## config.mk

```make
export PLATFORM = sky130hd
export DESIGN_NAME = seq_core
export DESIGN_NICKNAME = d
export VERILOG_FILES = /design/src/pkg/seq_pkg.sv /design/src/pkg/stack_if.sv /design/src/core/ret_stack.sv /design/src/core/seq_core.sv
export SDC_FILE = /design/constraint.sdc
export NUM_CORES = 1
export LEC_CHECK = 0
export BUFFER_PORTS_ARGS = -buffer_cell sky130_fd_sc_hd__buf_2
export CORE_AREA = 4 4 305 307
export DETAILED_ROUTE_END_ITERATION = 6
export DIE_AREA = 0 0 309 311
export PLACE_DENSITY_LB_ADDON = 0.05
export SLEW_MARGIN = 10
export SYNTH_ARGS = -nofsm -noshare
export SYNTH_HDL_FRONTEND = slang
export SYNTH_SLANG_ARGS = --single-unit
```

## constraint.sdc

```tcl
create_clock -name hclk -period 4.5 [get_ports hclk]
set_clock_uncertainty 0.05 [all_clocks]
set_input_delay 1.125 -clock hclk [delete_from_list [all_inputs] [get_ports hclk]]
set_output_delay 1.125 -clock hclk [all_outputs]
set_load 0.02 [all_outputs]
```

## src/pkg/seq_pkg.sv

```systemverilog
// Purpose: shared constants for the program sequencing core
// Assumes: hclk at 100 MHz stands in for the oscillator clock
// Notes: offsets are byte addresses on the AHB-Lite register slave
package seq_pkg;
	localparam int PC_W = 12;
	localparam int ROM_AW = 11;
	localparam int ROM_DEPTH = 2048;
	localparam int PAGE_WORDS = 1024;
	localparam int STACK_DEPTH = 8;
	localparam int RAM_DEPTH = 64;
	localparam logic [11:0] PC_RST = 12'h000;
	// Register offsets
	localparam logic [7:0] A_CMD = 8'h00;
	localparam logic [7:0] A_PC = 8'h04;
	localparam logic [7:0] A_TC = 8'h08;
	localparam logic [7:0] A_CTRL = 8'h0c;
	localparam logic [7:0] A_STAT = 8'h10;
	localparam logic [7:0] A_CFG = 8'h14;
	localparam logic [7:0] A_RSEL = 8'h18;
	localparam logic [7:0] A_IND = 8'h1c;
	localparam logic [7:0] A_PRE = 8'h20;
	localparam logic [7:0] A_SP = 8'h24;
	localparam logic [7:0] A_LIT = 8'h28;
	// Command word fields
	localparam int CMD_OP_LSB = 12;
	localparam int CMD_BUSY = 16;
	// Operation codes
	localparam logic [3:0] OP_STEP = 4'h0;
	localparam logic [3:0] OP_JUMP = 4'h1;
	localparam logic [3:0] OP_CALL = 4'h2;
	localparam logic [3:0] OP_RETURN = 4'h3;
	localparam logic [3:0] OP_RETLIT = 4'h4;
	localparam logic [3:0] OP_RETINT = 4'h5;
	localparam logic [3:0] OP_ADDPC = 4'h6;
	localparam logic [3:0] OP_MOVPC = 4'h7;
	localparam logic [3:0] OP_BSET = 4'h8;
	localparam logic [3:0] OP_BCLR = 4'h9;
	// Counter control bits
	localparam int CT_INT_RISE = 7;
	localparam int CT_SRC_PIN = 5;
	localparam int CT_EDGE_FALL = 4;
	localparam int CT_PS_BYPASS = 3;
	localparam logic [7:0] CTRL_RST = 8'h00;
	// Status and configuration bits
	localparam int ST_PAGE = 5;
	localparam int ST_INT = 0;
	localparam int CF_CYCLE = 0;
	localparam int CF_DIV4 = 1;
	localparam int CF_RSTEN = 2;
	localparam logic [7:0] CFG_RST = 8'h04;
	// Instruction cycle as last divider count, hclk periods minus one (fclk/2 or fclk/4)
	localparam logic [1:0] DIV_FAST = 2'h1;
	localparam logic [1:0] DIV_SLOW = 2'h3;
endpackage : seq_pkg

```

## src/pkg/stack_if.sv

```systemverilog
// Purpose: carrier between the sequencer and its return stack
// Assumes: one push or one pop per hclk at most
// Notes: top is the most recently pushed entry
`timescale 1ns/1ps
`default_nettype none
interface stack_if;
	logic push;
	logic pop;
	logic [11:0] wdata;
	logic [11:0] top;
	logic [2:0] level;
	modport ctrl (output push, output pop, output wdata, input top, input level);
	modport stk (input push, input pop, input wdata, output top, output level);
endinterface : stack_if
`default_nettype wire

```

## src/core/ret_stack.sv

```systemverilog
// Purpose: eight level circular return stack
// Assumes: push and pop never asserted together
// Notes: overflow silently overwrites the oldest entry
`timescale 1ns/1ps
`default_nettype none
module ret_stack (
	// Clock and reset
	input wire logic hclk,
	input wire logic hresetn,
	// Stack port
	stack_if.stk s
);
	logic [11:0] mem [seq_pkg::STACK_DEPTH];
	logic [2:0] ptr;

	// Pointer wraps on both ends, no error raised
	always_ff @(posedge hclk or negedge hresetn) begin
		if (!hresetn) begin
			ptr <= 3'h0;
		end else if (s.push) begin
			ptr <= ptr + 3'h1;
		end else if (s.pop) begin
			ptr <= ptr - 3'h1;
		end
	end

	// Storage carries no reset, like the real stack RAM
	always_ff @(posedge hclk) begin
		if (s.push) begin
			mem[ptr] <= s.wdata;
		end
	end

	assign s.top = mem[ptr - 3'h1];
	assign s.level = ptr;
endmodule : ret_stack
`default_nettype wire

```

## src/core/seq_core.sv

```systemverilog
// Purpose: program counter, return stack and core registers behind AHB-Lite
// Assumes: single word transfers; pins are asynchronous to hclk
// Notes: every bus access takes one wait state
// How it works
// - indirect pointer has no storage; it reaches RAM at the RAM select address.
// - time counter counts external pin edges or instruction cycles, as configured.
// - software reads and writes the time counter like any data register.
// - writing the time counter clears the prescaler count.
// - writing the prescaler select bits 3..0 clears the prescaler count.
// - every reset source clears the prescaler count.
// - program counter and stack entries are 12 bits wide.
// - counter addresses a 2K word ROM in pages of 1024 words.
// - any reset clears the whole program counter.
// - jump loads its operand into counter bits 9..0.
// - call loads bits 9..0 and pushes the next address.
// - all three return kinds reload the counter from the stack top.
// - adding the accumulator to the counter is a full carry add.
// - moving the accumulator replaces bits 7..0; bits 9..8 stay.
// - other counter writes, bit operations included, keep bits 9..8.
// - jump, call or counter write other than the add loads bit 10 from page select; the add carries into it.
// - instruction cycle is fclk/2 or fclk/4; counter writes take 1 or 2.
// - device stays reset while the enabled reset pin is low.
// - external interrupt edge is falling or rising per control bit 7.
// - page select 0 picks addresses 000-3FF, 1 picks 400-7FF.
// - returns leave page select untouched.
// - return stack holds eight levels.
`timescale 1ns/1ps
`default_nettype none
module seq_core (
	// Clock and reset
	input wire logic hclk,
	input wire logic hresetn,
	// AHB-Lite slave
	input wire logic hsel,
	input wire logic [31:0] haddr,
	input wire logic [1:0] htrans,
	input wire logic hwrite,
	input wire logic [2:0] hsize,
	input wire logic [31:0] hwdata,
	input wire logic hready,
	output logic [31:0] hrdata,
	output logic hreadyout,
	output logic hresp,
	// Pins and system
	input wire logic reset_pin_n,
	input wire logic counter_pin,
	input wire logic ext_int_pin,
	input wire logic wdt_timeout,
	// Program ROM side and interrupt pulse out
	output logic [10:0] rom_addr,
	output logic ext_int_pulse
);
	typedef enum logic [1:0] {B_IDLE = 2'b01, B_ACC = 2'b10} bus_t;
	typedef enum logic [2:0] {X_IDLE = 3'b001, X_WAIT = 3'b010, X_EXTRA = 3'b100} exec_t;

	bus_t bstate;
	exec_t xstate;
	logic [7:0] addr_q;
	logic wr_q;
	logic [11:0] pc;
	logic [3:0] op_q;
	logic [9:0] opnd_q;
	logic [7:0] tc, ctrl, presc, cfg, rsel, lit;
	logic page, int_flag;
	logic [1:0] div;
	logic [2:0] meta, sync, prev;
	logic [7:0] ram [seq_pkg::RAM_DEPTH];
	logic [31:0] rd_word;
	logic accept, wr_ev, tick, fire, core_rst;
	logic pin_hit, int_hit, cnt_evt, tc_inc;
	logic [7:0] lim;
	stack_if sif ();

	function automatic logic edge_hit(input logic p, input logic c, input logic fall);
		edge_hit = fall ? (p & ~c) : (~p & c);
	endfunction : edge_hit

	function automatic logic wsel(input logic ev, input logic [7:0] a, input logic [7:0] t);
		wsel = ev && (a == t);
	endfunction : wsel

	function automatic logic pc_writer(input logic [3:0] op);
		pc_writer = (op != seq_pkg::OP_STEP);
	endfunction : pc_writer

	ret_stack u_stack (
		.hclk(hclk),
		.hresetn(hresetn),
		.s(sif.stk)
	);

	// Two flops on every pin before use; third stage keeps the edge history
	// Reset to the pins' idle levels so no false edge follows reset
	always_ff @(posedge hclk or negedge hresetn) begin
		if (!hresetn) begin
			meta <= 3'h5;
			sync <= 3'h5;
			prev <= 3'h5;
		end else begin
			meta <= {ext_int_pin, counter_pin, reset_pin_n};
			sync <= meta;
			prev <= sync;
		end
	end

	// Pin reset holds the core as long as it is low
	assign core_rst = (cfg[seq_pkg::CF_RSTEN] & ~sync[0]) | wdt_timeout;

	// Instruction cycle tick from hclk, divide by 2 or 4
	assign tick = (div == (cfg[seq_pkg::CF_DIV4] ? seq_pkg::DIV_SLOW : seq_pkg::DIV_FAST));
	always_ff @(posedge hclk or negedge hresetn) begin
		if (!hresetn) begin
			div <= 2'h0;
		end else begin
			div <= tick ? 2'h0 : div + 2'h1;
		end
	end

	// Bus slave: address phase captured, answer one cycle later
	assign accept = hsel & htrans[1] & hready;
	assign wr_ev = (bstate == B_ACC) & wr_q;
	always_ff @(posedge hclk or negedge hresetn) begin
		if (!hresetn) begin
			bstate <= B_IDLE;
			addr_q <= 8'h00;
			wr_q <= 1'b0;
			hreadyout <= 1'b1;
			hrdata <= 32'h0000_0000;
			hresp <= 1'b0;
		end else begin
			hresp <= 1'b0;
			unique case (bstate)
				B_IDLE: begin
					if (accept) begin
						bstate <= B_ACC;
						addr_q <= haddr[7:0];
						wr_q <= hwrite;
						hreadyout <= 1'b0;
					end
				end
				B_ACC: begin
					bstate <= B_IDLE;
					hreadyout <= 1'b1;
					if (!wr_q) begin
						hrdata <= rd_word;
					end
				end
			endcase
		end
	end

	// Read mux; unmapped offsets read zero
	always_comb begin
		rd_word = 32'h0000_0000;
		case (addr_q)
			seq_pkg::A_CMD: rd_word = {15'h0000, xstate != X_IDLE, op_q, 2'h0, opnd_q};
			seq_pkg::A_PC: rd_word = {20'h00000, pc};
			seq_pkg::A_TC: rd_word = {24'h000000, tc};
			seq_pkg::A_CTRL: rd_word = {24'h000000, ctrl};
			seq_pkg::A_STAT: rd_word = {26'h0000000, page, 4'h0, int_flag};
			seq_pkg::A_CFG: rd_word = {24'h000000, cfg};
			seq_pkg::A_RSEL: rd_word = {24'h000000, rsel};
			seq_pkg::A_IND: rd_word = {24'h000000, ram[rsel[5:0]]};
			seq_pkg::A_PRE: rd_word = {24'h000000, presc};
			seq_pkg::A_SP: rd_word = {29'h00000000, sif.level};
			seq_pkg::A_LIT: rd_word = {24'h000000, lit};
			default: rd_word = 32'h0000_0000;
		endcase
	end

	// Software registers; the RAM select top bit always reads zero
	always_ff @(posedge hclk or negedge hresetn) begin
		if (!hresetn) begin
			ctrl <= seq_pkg::CTRL_RST;
			cfg <= seq_pkg::CFG_RST;
			rsel <= 8'h00;
			page <= 1'b0;
		end else begin
			if (wsel(wr_ev, addr_q, seq_pkg::A_CTRL)) begin
				ctrl <= hwdata[7:0];
			end
			if (wsel(wr_ev, addr_q, seq_pkg::A_CFG)) begin
				cfg <= hwdata[7:0];
			end
			if (wsel(wr_ev, addr_q, seq_pkg::A_RSEL)) begin
				rsel <= {1'b0, hwdata[6:0]};
			end
			if (wsel(wr_ev, addr_q, seq_pkg::A_STAT)) begin
				page <= hwdata[seq_pkg::ST_PAGE];
			end
		end
	end

	// Indirect pointer owns no flop: writes land in the selected RAM word
	always_ff @(posedge hclk) begin
		if (wsel(wr_ev, addr_q, seq_pkg::A_IND)) begin
			ram[rsel[5:0]] <= hwdata[7:0];
		end
	end

	// External interrupt edge; a new edge beats a same-cycle clear
	assign int_hit = edge_hit(prev[2], sync[2], ~ctrl[seq_pkg::CT_INT_RISE]);
	always_ff @(posedge hclk or negedge hresetn) begin
		if (!hresetn) begin
			int_flag <= 1'b0;
			ext_int_pulse <= 1'b0;
		end else begin
			ext_int_pulse <= int_hit;
			if (int_hit) begin
				int_flag <= 1'b1;
			end else if (wsel(wr_ev, addr_q, seq_pkg::A_STAT) && hwdata[seq_pkg::ST_INT]) begin
				int_flag <= 1'b0;
			end
		end
	end

	// Counter source and prescaler terminal count (2 to 256)
	assign pin_hit = edge_hit(prev[1], sync[1], ctrl[seq_pkg::CT_EDGE_FALL]);
	assign cnt_evt = ctrl[seq_pkg::CT_SRC_PIN] ? pin_hit : tick;
	assign lim = 8'hff >> (3'h7 - ctrl[2:0]);
	assign tc_inc = cnt_evt & (ctrl[seq_pkg::CT_PS_BYPASS] | (presc == lim));

	// Prescaler count; any control write rewrites the select bits
	always_ff @(posedge hclk or negedge hresetn) begin
		if (!hresetn) begin
			presc <= 8'h00;
		end else if (core_rst) begin
			presc <= 8'h00;
		end else if (wsel(wr_ev, addr_q, seq_pkg::A_TC)) begin
			presc <= 8'h00;
		end else if (wsel(wr_ev, addr_q, seq_pkg::A_CTRL)) begin
			presc <= 8'h00;
		end else if (cnt_evt && !ctrl[seq_pkg::CT_PS_BYPASS]) begin
			presc <= (presc == lim) ? 8'h00 : presc + 8'h01;
		end
	end

	// Time counter; a software write wins over a count in the same cycle
	always_ff @(posedge hclk or negedge hresetn) begin
		if (!hresetn) begin
			tc <= 8'h00;
		end else if (wsel(wr_ev, addr_q, seq_pkg::A_TC)) begin
			tc <= hwdata[7:0];
		end else if (tc_inc) begin
			tc <= tc + 8'h01;
		end
	end

	// Command sequencer: commands written while busy are dropped
	assign fire = (xstate == X_WAIT) & tick & ~core_rst;
	always_ff @(posedge hclk or negedge hresetn) begin
		if (!hresetn) begin
			xstate <= X_IDLE;
			op_q <= seq_pkg::OP_STEP;
			opnd_q <= 10'h000;
		end else if (core_rst) begin
			xstate <= X_IDLE;
		end else begin
			unique case (xstate)
				X_IDLE: begin
					if (wsel(wr_ev, addr_q, seq_pkg::A_CMD)) begin
						op_q <= hwdata[15:12];
						opnd_q <= hwdata[9:0];
						xstate <= X_WAIT;
					end
				end
				X_WAIT: begin
					if (tick) begin
						xstate <= (pc_writer(op_q) && cfg[seq_pkg::CF_CYCLE]) ? X_EXTRA : X_IDLE;
					end
				end
				X_EXTRA: begin
					if (tick) begin
						xstate <= X_IDLE;
					end
				end
			endcase
		end
	end

	// Stack traffic for call and the three returns
	assign sif.push = fire & (op_q == seq_pkg::OP_CALL);
	assign sif.pop = fire & ((op_q == seq_pkg::OP_RETURN) | (op_q == seq_pkg::OP_RETLIT)
		| (op_q == seq_pkg::OP_RETINT));
	assign sif.wdata = pc + 12'h001;

	// Program counter; returns never touch page so callers' page comes back
	always_ff @(posedge hclk or negedge hresetn) begin
		if (!hresetn) begin
			pc <= seq_pkg::PC_RST;
			lit <= 8'h00;
		end else if (core_rst) begin
			pc <= seq_pkg::PC_RST;
		end else if (fire) begin
			case (op_q)
				seq_pkg::OP_JUMP, seq_pkg::OP_CALL: pc <= {pc[11], page, opnd_q};
				seq_pkg::OP_RETURN, seq_pkg::OP_RETINT: pc <= sif.top;
				seq_pkg::OP_RETLIT: begin
					pc <= sif.top;
					lit <= opnd_q[7:0];
				end
				seq_pkg::OP_ADDPC: pc <= pc + {4'h0, opnd_q[7:0]};
				seq_pkg::OP_MOVPC: pc <= {pc[11], page, pc[9:8], opnd_q[7:0]};
				seq_pkg::OP_BSET: pc <= {pc[11], page, pc[9:8], pc[7:0] | (8'h01 << opnd_q[2:0])};
				seq_pkg::OP_BCLR: pc <= {pc[11], page, pc[9:8], pc[7:0] & ~(8'h01 << opnd_q[2:0])};
				default: pc <= pc + 12'h001;
			endcase
		end
	end

	// ROM address is the low 11 counter bits; bit 10 is the page
	assign rom_addr = pc[seq_pkg::ROM_AW-1:0];
endmodule : seq_core
`default_nettype wire

```

==> summary.md, run 1 <==
| Metric | Value |
|---|---|
| DP HPWL | between 60000 and 70000 µm |
| Clk sinks | between 700 and 800 |
| Worst vdd ir | between 0.2 and 0.3 mV |
| Later-pin clock latency in the skew report | between 0.6 and 0.7 ns |
| I/O Buffers | 61 |
| Async set-reset flop share out of synthesis | between 15 and 20% |
| R2r startpoint | addr_q[5] |
| Most common cell after layout, fill and taps aside | edfxtp_1 |
| Routed wire length per instance | 28.6 µm |
| Yosys cell types | between 90 and 100 |
| Register area share after synthesis | 67.8% |
| Final Cycle Share | between 80 and 90% |
| Reg2Reg Depth | 6 |
| Slowest cell on crit path | nor2_1 |
| Final setup vio count | 0 |
| Critical Path End | ram[58][3] |
| Via count of the first global-routing pass | roughly 19000 |
| Final WL | 98800 µm |
| Failing checks | design-rule violations |
| Post-synthesis instance total | around 2100 |
| Fin. max-slew vios | 0 |
| Worst min path class | reg -> reg |
| Share of cells above drive strength 1 | roughly a quarter |
| H-tree levels | 3 |
| Die width | 309 µm |
| Post-layout nets | between 2000 and 2500 |
| TritonCTS Buffers | 84 |
| Fmax | approximately 260 MHz |
| CTS tree | built |
| CP Launch Point | addr_q[5] |
| Antenna viol nets, final | 0 |
| Area of the mapped netlist | 31400 µm² |
| Overall routing resource usage | 20.3% |
| Data arrival, critical path | about 4.0 ns |
| Seq cells post-synth | 728 |
| Area grow syn2layout | 15.8% |
| RSZ-0062 raised after global routing | false |
| Cell row count | 110 |
| DRT Pass-1 Iters | 7 |
| Hold buffers post-CTS | 0 |
| Most frequent cells in the layout | edfxtp_1 (608), buf_4 (142), nand2_1 (119) |
| Slew headroom | between 20 and 30% |
| Via count | between 15000 and 20000 |
| PwrDens | 523 nW/µm² |
| Warnings from Yosys | 0 |
| Root buf cell | clkbuf_16 |
| Ys flop type | edfxtp_1 |
| Post-CTS Resized | 0 |
| Startpoint types | register |
| R2R Path End | ram[58][3] |
| FF-to-FF setup slack | about 0.72 ns |
| Worst Max-Slew Pin Slew | between 1 and 1.5 ns |
| Leakage power | 12.7 nW |
| Die height | 311 µm |
| Dpl cells | 3304 |
| Max Cap Viol | 0 |
| Crit-path max cell delay | around 0.84 ns |
| Crit-path max FO | 10 |
| # DRC | 1 |
| Setup bufs post-CTS | 0 |
| Initial Util | 34.9% |
| Total grt overflow | 0 |
| First-pass GRT wire length | roughly 140000 µm |
| Hold depth | 0 |
| Placer Congestion | ~0.87 |
| Crit-path cells | nor3_1 > and2_1 > nand2_1 > nor3_1 > nand2_1 > nor2_1 |
| Tmin final | approximately 3.8 ns |
| Final Hold Fails | 0 |
| Final TNS setup | 0 ns |
| Syn Area/Cell | 15.2 µm² |
| CP endpoint kind | register |
| Via-to-Cell Ratio | between 5 and 6 |
| Number of antenna violations at the first check in global routing | 0 |
| Largest net degree at the start of global routing | 47 |
| Final instance count without filler cells | about 3500 |
| Core Footprint | 90000 µm² |
| Initial DRC count | ~1800 |
| Critical path class | reg -> reg |
| Max clock buf depth | 3 |
| Post-synth EDFFs | a little over 600 |
| Die area | roughly 96000 µm² |
| WP data required | 4.71 ns |
| Reg clk slew, reported paths | around 0.050 ns |
| Antenna cells | 0 |
| Outcome | finished, violations left |
| IO Pins | about 120 |
## power breakdown
part | switching, mW | internal (mW)
Clock | 2.83 | 4.17
Sequential | 0.478 | 7.48
Combinational | 2.50 | 1.52
Total | 5.81 | 13.2
## metrics by stage
stage	setup WS [ns]	power, mW	hold WS (ns)	util (%)	cell area (µm²)
floorplan	1.04	10.5	0.281	-	31400
global placement	0.756	12.1	0.295	37.2	33500
detailed placement	0.754	12.1	0.294	37.2	33500
CTS	0.726	19.2	0.306	40.4	36300
global route	0.414	19.8	0.307	40.4	36300
finish	0.718	19.0	0.303	40.4	36300
## metal layers
metal / part of all wire [%] / track usage, % / wire length, µm
met5: 0 / 0 / 0
met4: 2.8 / 5.81 / 2750
met3: 4.8 / 2.95 / 4710
met2: 49 / 34.2 / 48600
met1: 43 / 27.5 / 42700
## layout make-up
class | instances | area, µm²
repair buffers | 205 | 1420
clock inverters | 40 | 531
clock buffers | 113 | 2290
fillers | 8347 | 53700
well taps | 1176 | 1470
flip-flops and latches | 728 | 21300
inverters | 25 | 93.8
multi-input cells | 1170 | 9240
## sequential cells by signal (all words and copies together) (netlist names), 8 cells and up
signal and flops:
cfg 8, presc 8, ctrl 8, pc 12, tc 8, lit 8
addr_q 8, u_stack.mem 96, ram 512, hrdata 17, opnd_q 10
## synth_stat cells (14+ instances only)
cell type	instances	area, µm²
o22ai_1	36	225
a21oi_1	56	280
mux4_2	72	1620
dfrtp_1	112	2800
nor3b_1	14	105
clkbuf_1	59	221
buf_4	39	293
nand2_1	119	447
a221o_1	21	210
a22oi_1	46	345
nand3_1	39	195
mux2i_1	77	771
inv_1	23	86.3
a22o_1	20	175
o21ai_0	62	310
and3_1	17	106
a31oi_1	18	113
buf_2	37	185
edfxtp_1	608	18300
nor2b_1	16	100
o211ai_1	20	150
nor3_1	31	155
nor2_1	117	439
a221oi_1	47	412
mux2_2	87	980
or3_1	15	93.8
## cell families (layout without fill, tap and decap cells)
kind of cell               after synthesis  count (layout)  synth area share, %
DFF                                    728             728                 67.8
and+or+nand+nor                        454             454                 7.28
AOI/OAI and AO/OA                      423             423                 9.72
muxes                                  241             241                 10.9
buffers and inverters                  180             383                 3.07
xor gates and xnor gates                20              20                0.558
adders and majority gates               16              16                0.646
other                                    1              16               0.0119
## worst max-delay path: cells and delay by family (launching register included)
family           cells  cell delay (ns)
AND/OR/NAND/NOR      6             2.86
flip-flops           1             0.48
## worst min-delay path by stage
| stage | from | to | slack (ns) |
|---|---|---|---|
| 3_5_place_dp | meta[1] | sync[1] | 0.29 |
| 5_1_grt | meta[2] | sync[2] | 0.31 |
| 6_report | meta[1] | sync[1] | 0.30 |
| 4_1_cts | meta[2] | sync[2] | 0.31 |
| 2_1_floorplan | meta[1] | sync[1] | 0.28 |
| 3_3_place_gp | meta[1] | sync[1] | 0.30 |
Note: power is estimated with default switching activity, not from simulation.
==> run 2: changes to the inputs <==
Settings changed: ABC_AREA set to 1, CORE_AREA 4 4 305 307 to 4 4 311 313, DIE_AREA 0 0 309 311 to 0 0 315 317.
Clock period 4.5 ns to 3.9 ns, I/O delays scaled along.
==> run 2 against run 1 <==
Against the previous run:
- sequential power grew 12%
- maximum frequency is 14% higher
- clock power is 7.4% higher
- the flow now finishes without violations
- setup slack lost 0.14 ns
==> summary.md, run 2 <==
| Metric | Value |
|---|---|
| Reg2Reg Depth | 6 |
| Yosys top cell area share | 55.8% |
| Fmax | 301 MHz |
| Die area | 99900 µm² |
| Max Cap Viol | 0 |
| Initial Util | about a third |
| Leakage power | around 15 nW |
| H-tree levels | 3 |
| Seq cells post-synth | around 730 |
| CP endpoint kind | register |
| Final setup vio count | 0 |
| Area grow syn2layout | 13.6% |
| Worst min path class | reg -> reg |
| # DRC | 0 |
| Die height | 317 µm |
| Initial DRC count | about 1800 |
| Warnings from Yosys | 0 |
| Hold depth | 0 |
| CTS tree | built |
| Startpoint types | register |
| Setup bufs post-CTS | 0 |
| Max clock buf depth | 3 |
| Area of the mapped netlist | 32700 µm² |
| Fillers | ~9400 |
| Reg clk slew, reported paths | ~0.06 ns |
| Post-CTS Resized | 0 |
| Overall routing resource usage | between 10% and 20% |
| Area contributors post-synth | edfxtp_1 (56%), nand2_1 (19%), dfrtp_1 (8.6%), nor2_1 (2.1%), o21ai_0 (2.0%) |
| Placer Congestion | 0.863 |
| Worst Max-Slew Pin Slew | ~0.92 ns |
| Via-to-Cell Ratio | 4.80 |
| Hold buffers post-CTS | 0 |
| Tmin final | roughly 3.3 ns |
| Outcome | complete, no violations |
| Total grt overflow | 0 |
| Post-synth EDFFs | 608 |
| Critical path class | reg -> reg |
| Slowest cell on crit path | nand4_1 |
| Final WL | 95000 µm |
| TritonCTS Buffers | a little over 80 |
| Final worst setup slack | 0.580 ns |
| Register area share after synthesis | 65.0% |
| Die width | 315 µm |
| Final TNS setup | 0 ns |
| Fin. max-slew vios | 0 |
| Ys flop type | edfxtp_1 |
| PwrDens | 593 nW/µm² |
| RSZ-0062 raised after global routing | false |
| Most frequent cells in the layout | nand2_1 (1657), edfxtp_1 (608), nor2_1 (184) |
| Post-synthesis instance total | 3370 |
| Dpl cell area | roughly 35000 µm² |
| Most frequent cells after synthesis | nand2_1 (1657), edfxtp_1 (608), nor2_1 (184) |
| DP HPWL | 60900 µm |
| Later-pin clock latency in the skew report | ~0.63 ns |
| WP data required | 4.09 ns |
| Final Hold Fails | 0 |
| Most common cell in the netlist | nand2_1 |
| Yosys cell types | 51 |
| Multi-input gate area | a little over 10000 µm² |
| Clk sinks | around 730 |
| Crit-path max FO | 8 |
| Most common cell after layout, fill and taps aside | nand2_1 |
| Cell row count | roughly 110 |
| Crit-path max cell delay | between 0.6 and 0.7 ns |
| Slew headroom | between 30% and 40% |
| Largest net degree at the start of global routing | around 130 |
| Routed wire length per instance | around 20 µm |
| Post-route design area | between 30000 and 40000 µm² |
| First-pass GRT wire length | 143000 µm |
| Via count of the first global-routing pass | about 23000 |
| Stages on worst setup path | 6 |
| Max reg flops | around 500 |
| Syn Area/Cell | about 9.7 µm² |
| I/O Buffers | between 60 and 70 |
| Antenna viol nets, final | 0 |
| FF-to-FF setup slack | ~0.58 ns |
| Crit-path cells | nor2_4 > nand3_2 > nor3_4 > nand4_1 > buf_4 > nor2_1 |
| Core Footprint | between 90000 and 100000 µm² |
| Final Cycle Share | between 80% and 90% |
| Area leader, netlist | edfxtp_1 |
| Async set-reset flop share out of synthesis | 16.5% |
| DRT Pass-1 Iters | 7 |
| Number of antenna violations at the first check in global routing | 2 |
| Via count | ~23000 |
| Post-layout nets | between 3000 and 4000 |
| Data arrival, critical path | about 3.5 ns |
| IO Pins | between 100 and 150 |
| Largest delay share family, worst path | simple AND/OR/NAND/NOR gates |
| FF+latch area | roughly 21000 µm² |
| Share of cells above drive strength 1 | 9.38% |
| Buf/Inv on CP | 1 |
| Root buf cell | clkbuf_16 |
| Worst vdd ir | between 0.3 and 0.4 mV |
| Dpl ws | ~0.57 ns |
-- run 2: changes by cell type in the layout (fill, tap and decap cells not counted), moves of 70 or more --
cell / before / now
nand2_1: 119 / 1657
inv_1: 23 / 117
mux2_2: 87 / 1
mux2i_1: 77 / 0
mux4_2: 72 / 0
o21ai_0: 62 / 132
-- run 2: worst reg2reg max path: stages, from the launching register on --
cell     delay [ns]
dfrtp_1        0.41
nor2_4         0.17
nand3_2        0.19
nor3_4         0.52
nand4_1        0.61
buf_4          0.40
nor2_1         0.59
-- run 2: path summary, 6_finish.rpt --
check,start,end
worst max-delay path,addr_q[7],ram[47][4]
worst min-delay path,meta[1],sync[1]
worst max register to register,addr_q[7],ram[47][4]
worst min register to register,meta[1],sync[1]
max in group asynchronous,hresetn,sync[2]
min in group asynchronous,hresetn,pc[4]
-- run 2: metrics by stage --
stage,util (%),power [mW],std cells,hold WS (ns)
4_1_cts,39.4,22.3,4773,0.300
6_report,39.4,22.0,4774,0.299
5_1_grt,39.4,23.3,4773,0.307
3_5_place_dp,36.7,14.7,4623,0.294
2_1_floorplan,-,12.7,3385,0.281
3_3_place_gp,36.7,14.7,4623,0.283
-- run 2: cells by family after synthesis --
kind of cell | share of synthesized area, %
other | 0.0115
DFF | 65.0
adders and majority gates | 0.559
xor gates and xnor gates | 0.562
buffers and inverters | 4.35
AOI/OAI and AO/OA | 4.15
muxes | 0.0344
and+or+nand+nor | 25.3
-- run 2: power by group --
part / internal (mW) / switching [mW]
registers: 8.67 / 0.284
clock network: 4.42 / 3.10
logic: 1.46 / 4.08
-- run 2: layer usage --
metal,vias to the layer above,GRT usage [%],share of wire [%]
li1,11288,-,-
met1,10960,25.6,45
met2,503,31.3,47
met3,145,2.80,4.5
met4,0,6.40,3.3
met5,-,0,0
-- run 2: final cells by class --
class                           count  share of cell area [%]
Tap cell                         1265                    4.26
Sequential cell                   728                    57.3
Clock inverter                     52                    1.20
Antenna cell                        1                 0.00674
Timing Repair Buffer              149                    2.95
Multi-Input combinational cell   2349                    27.2
Clock buffer                       98                    5.74
Inverter                          132                    1.36
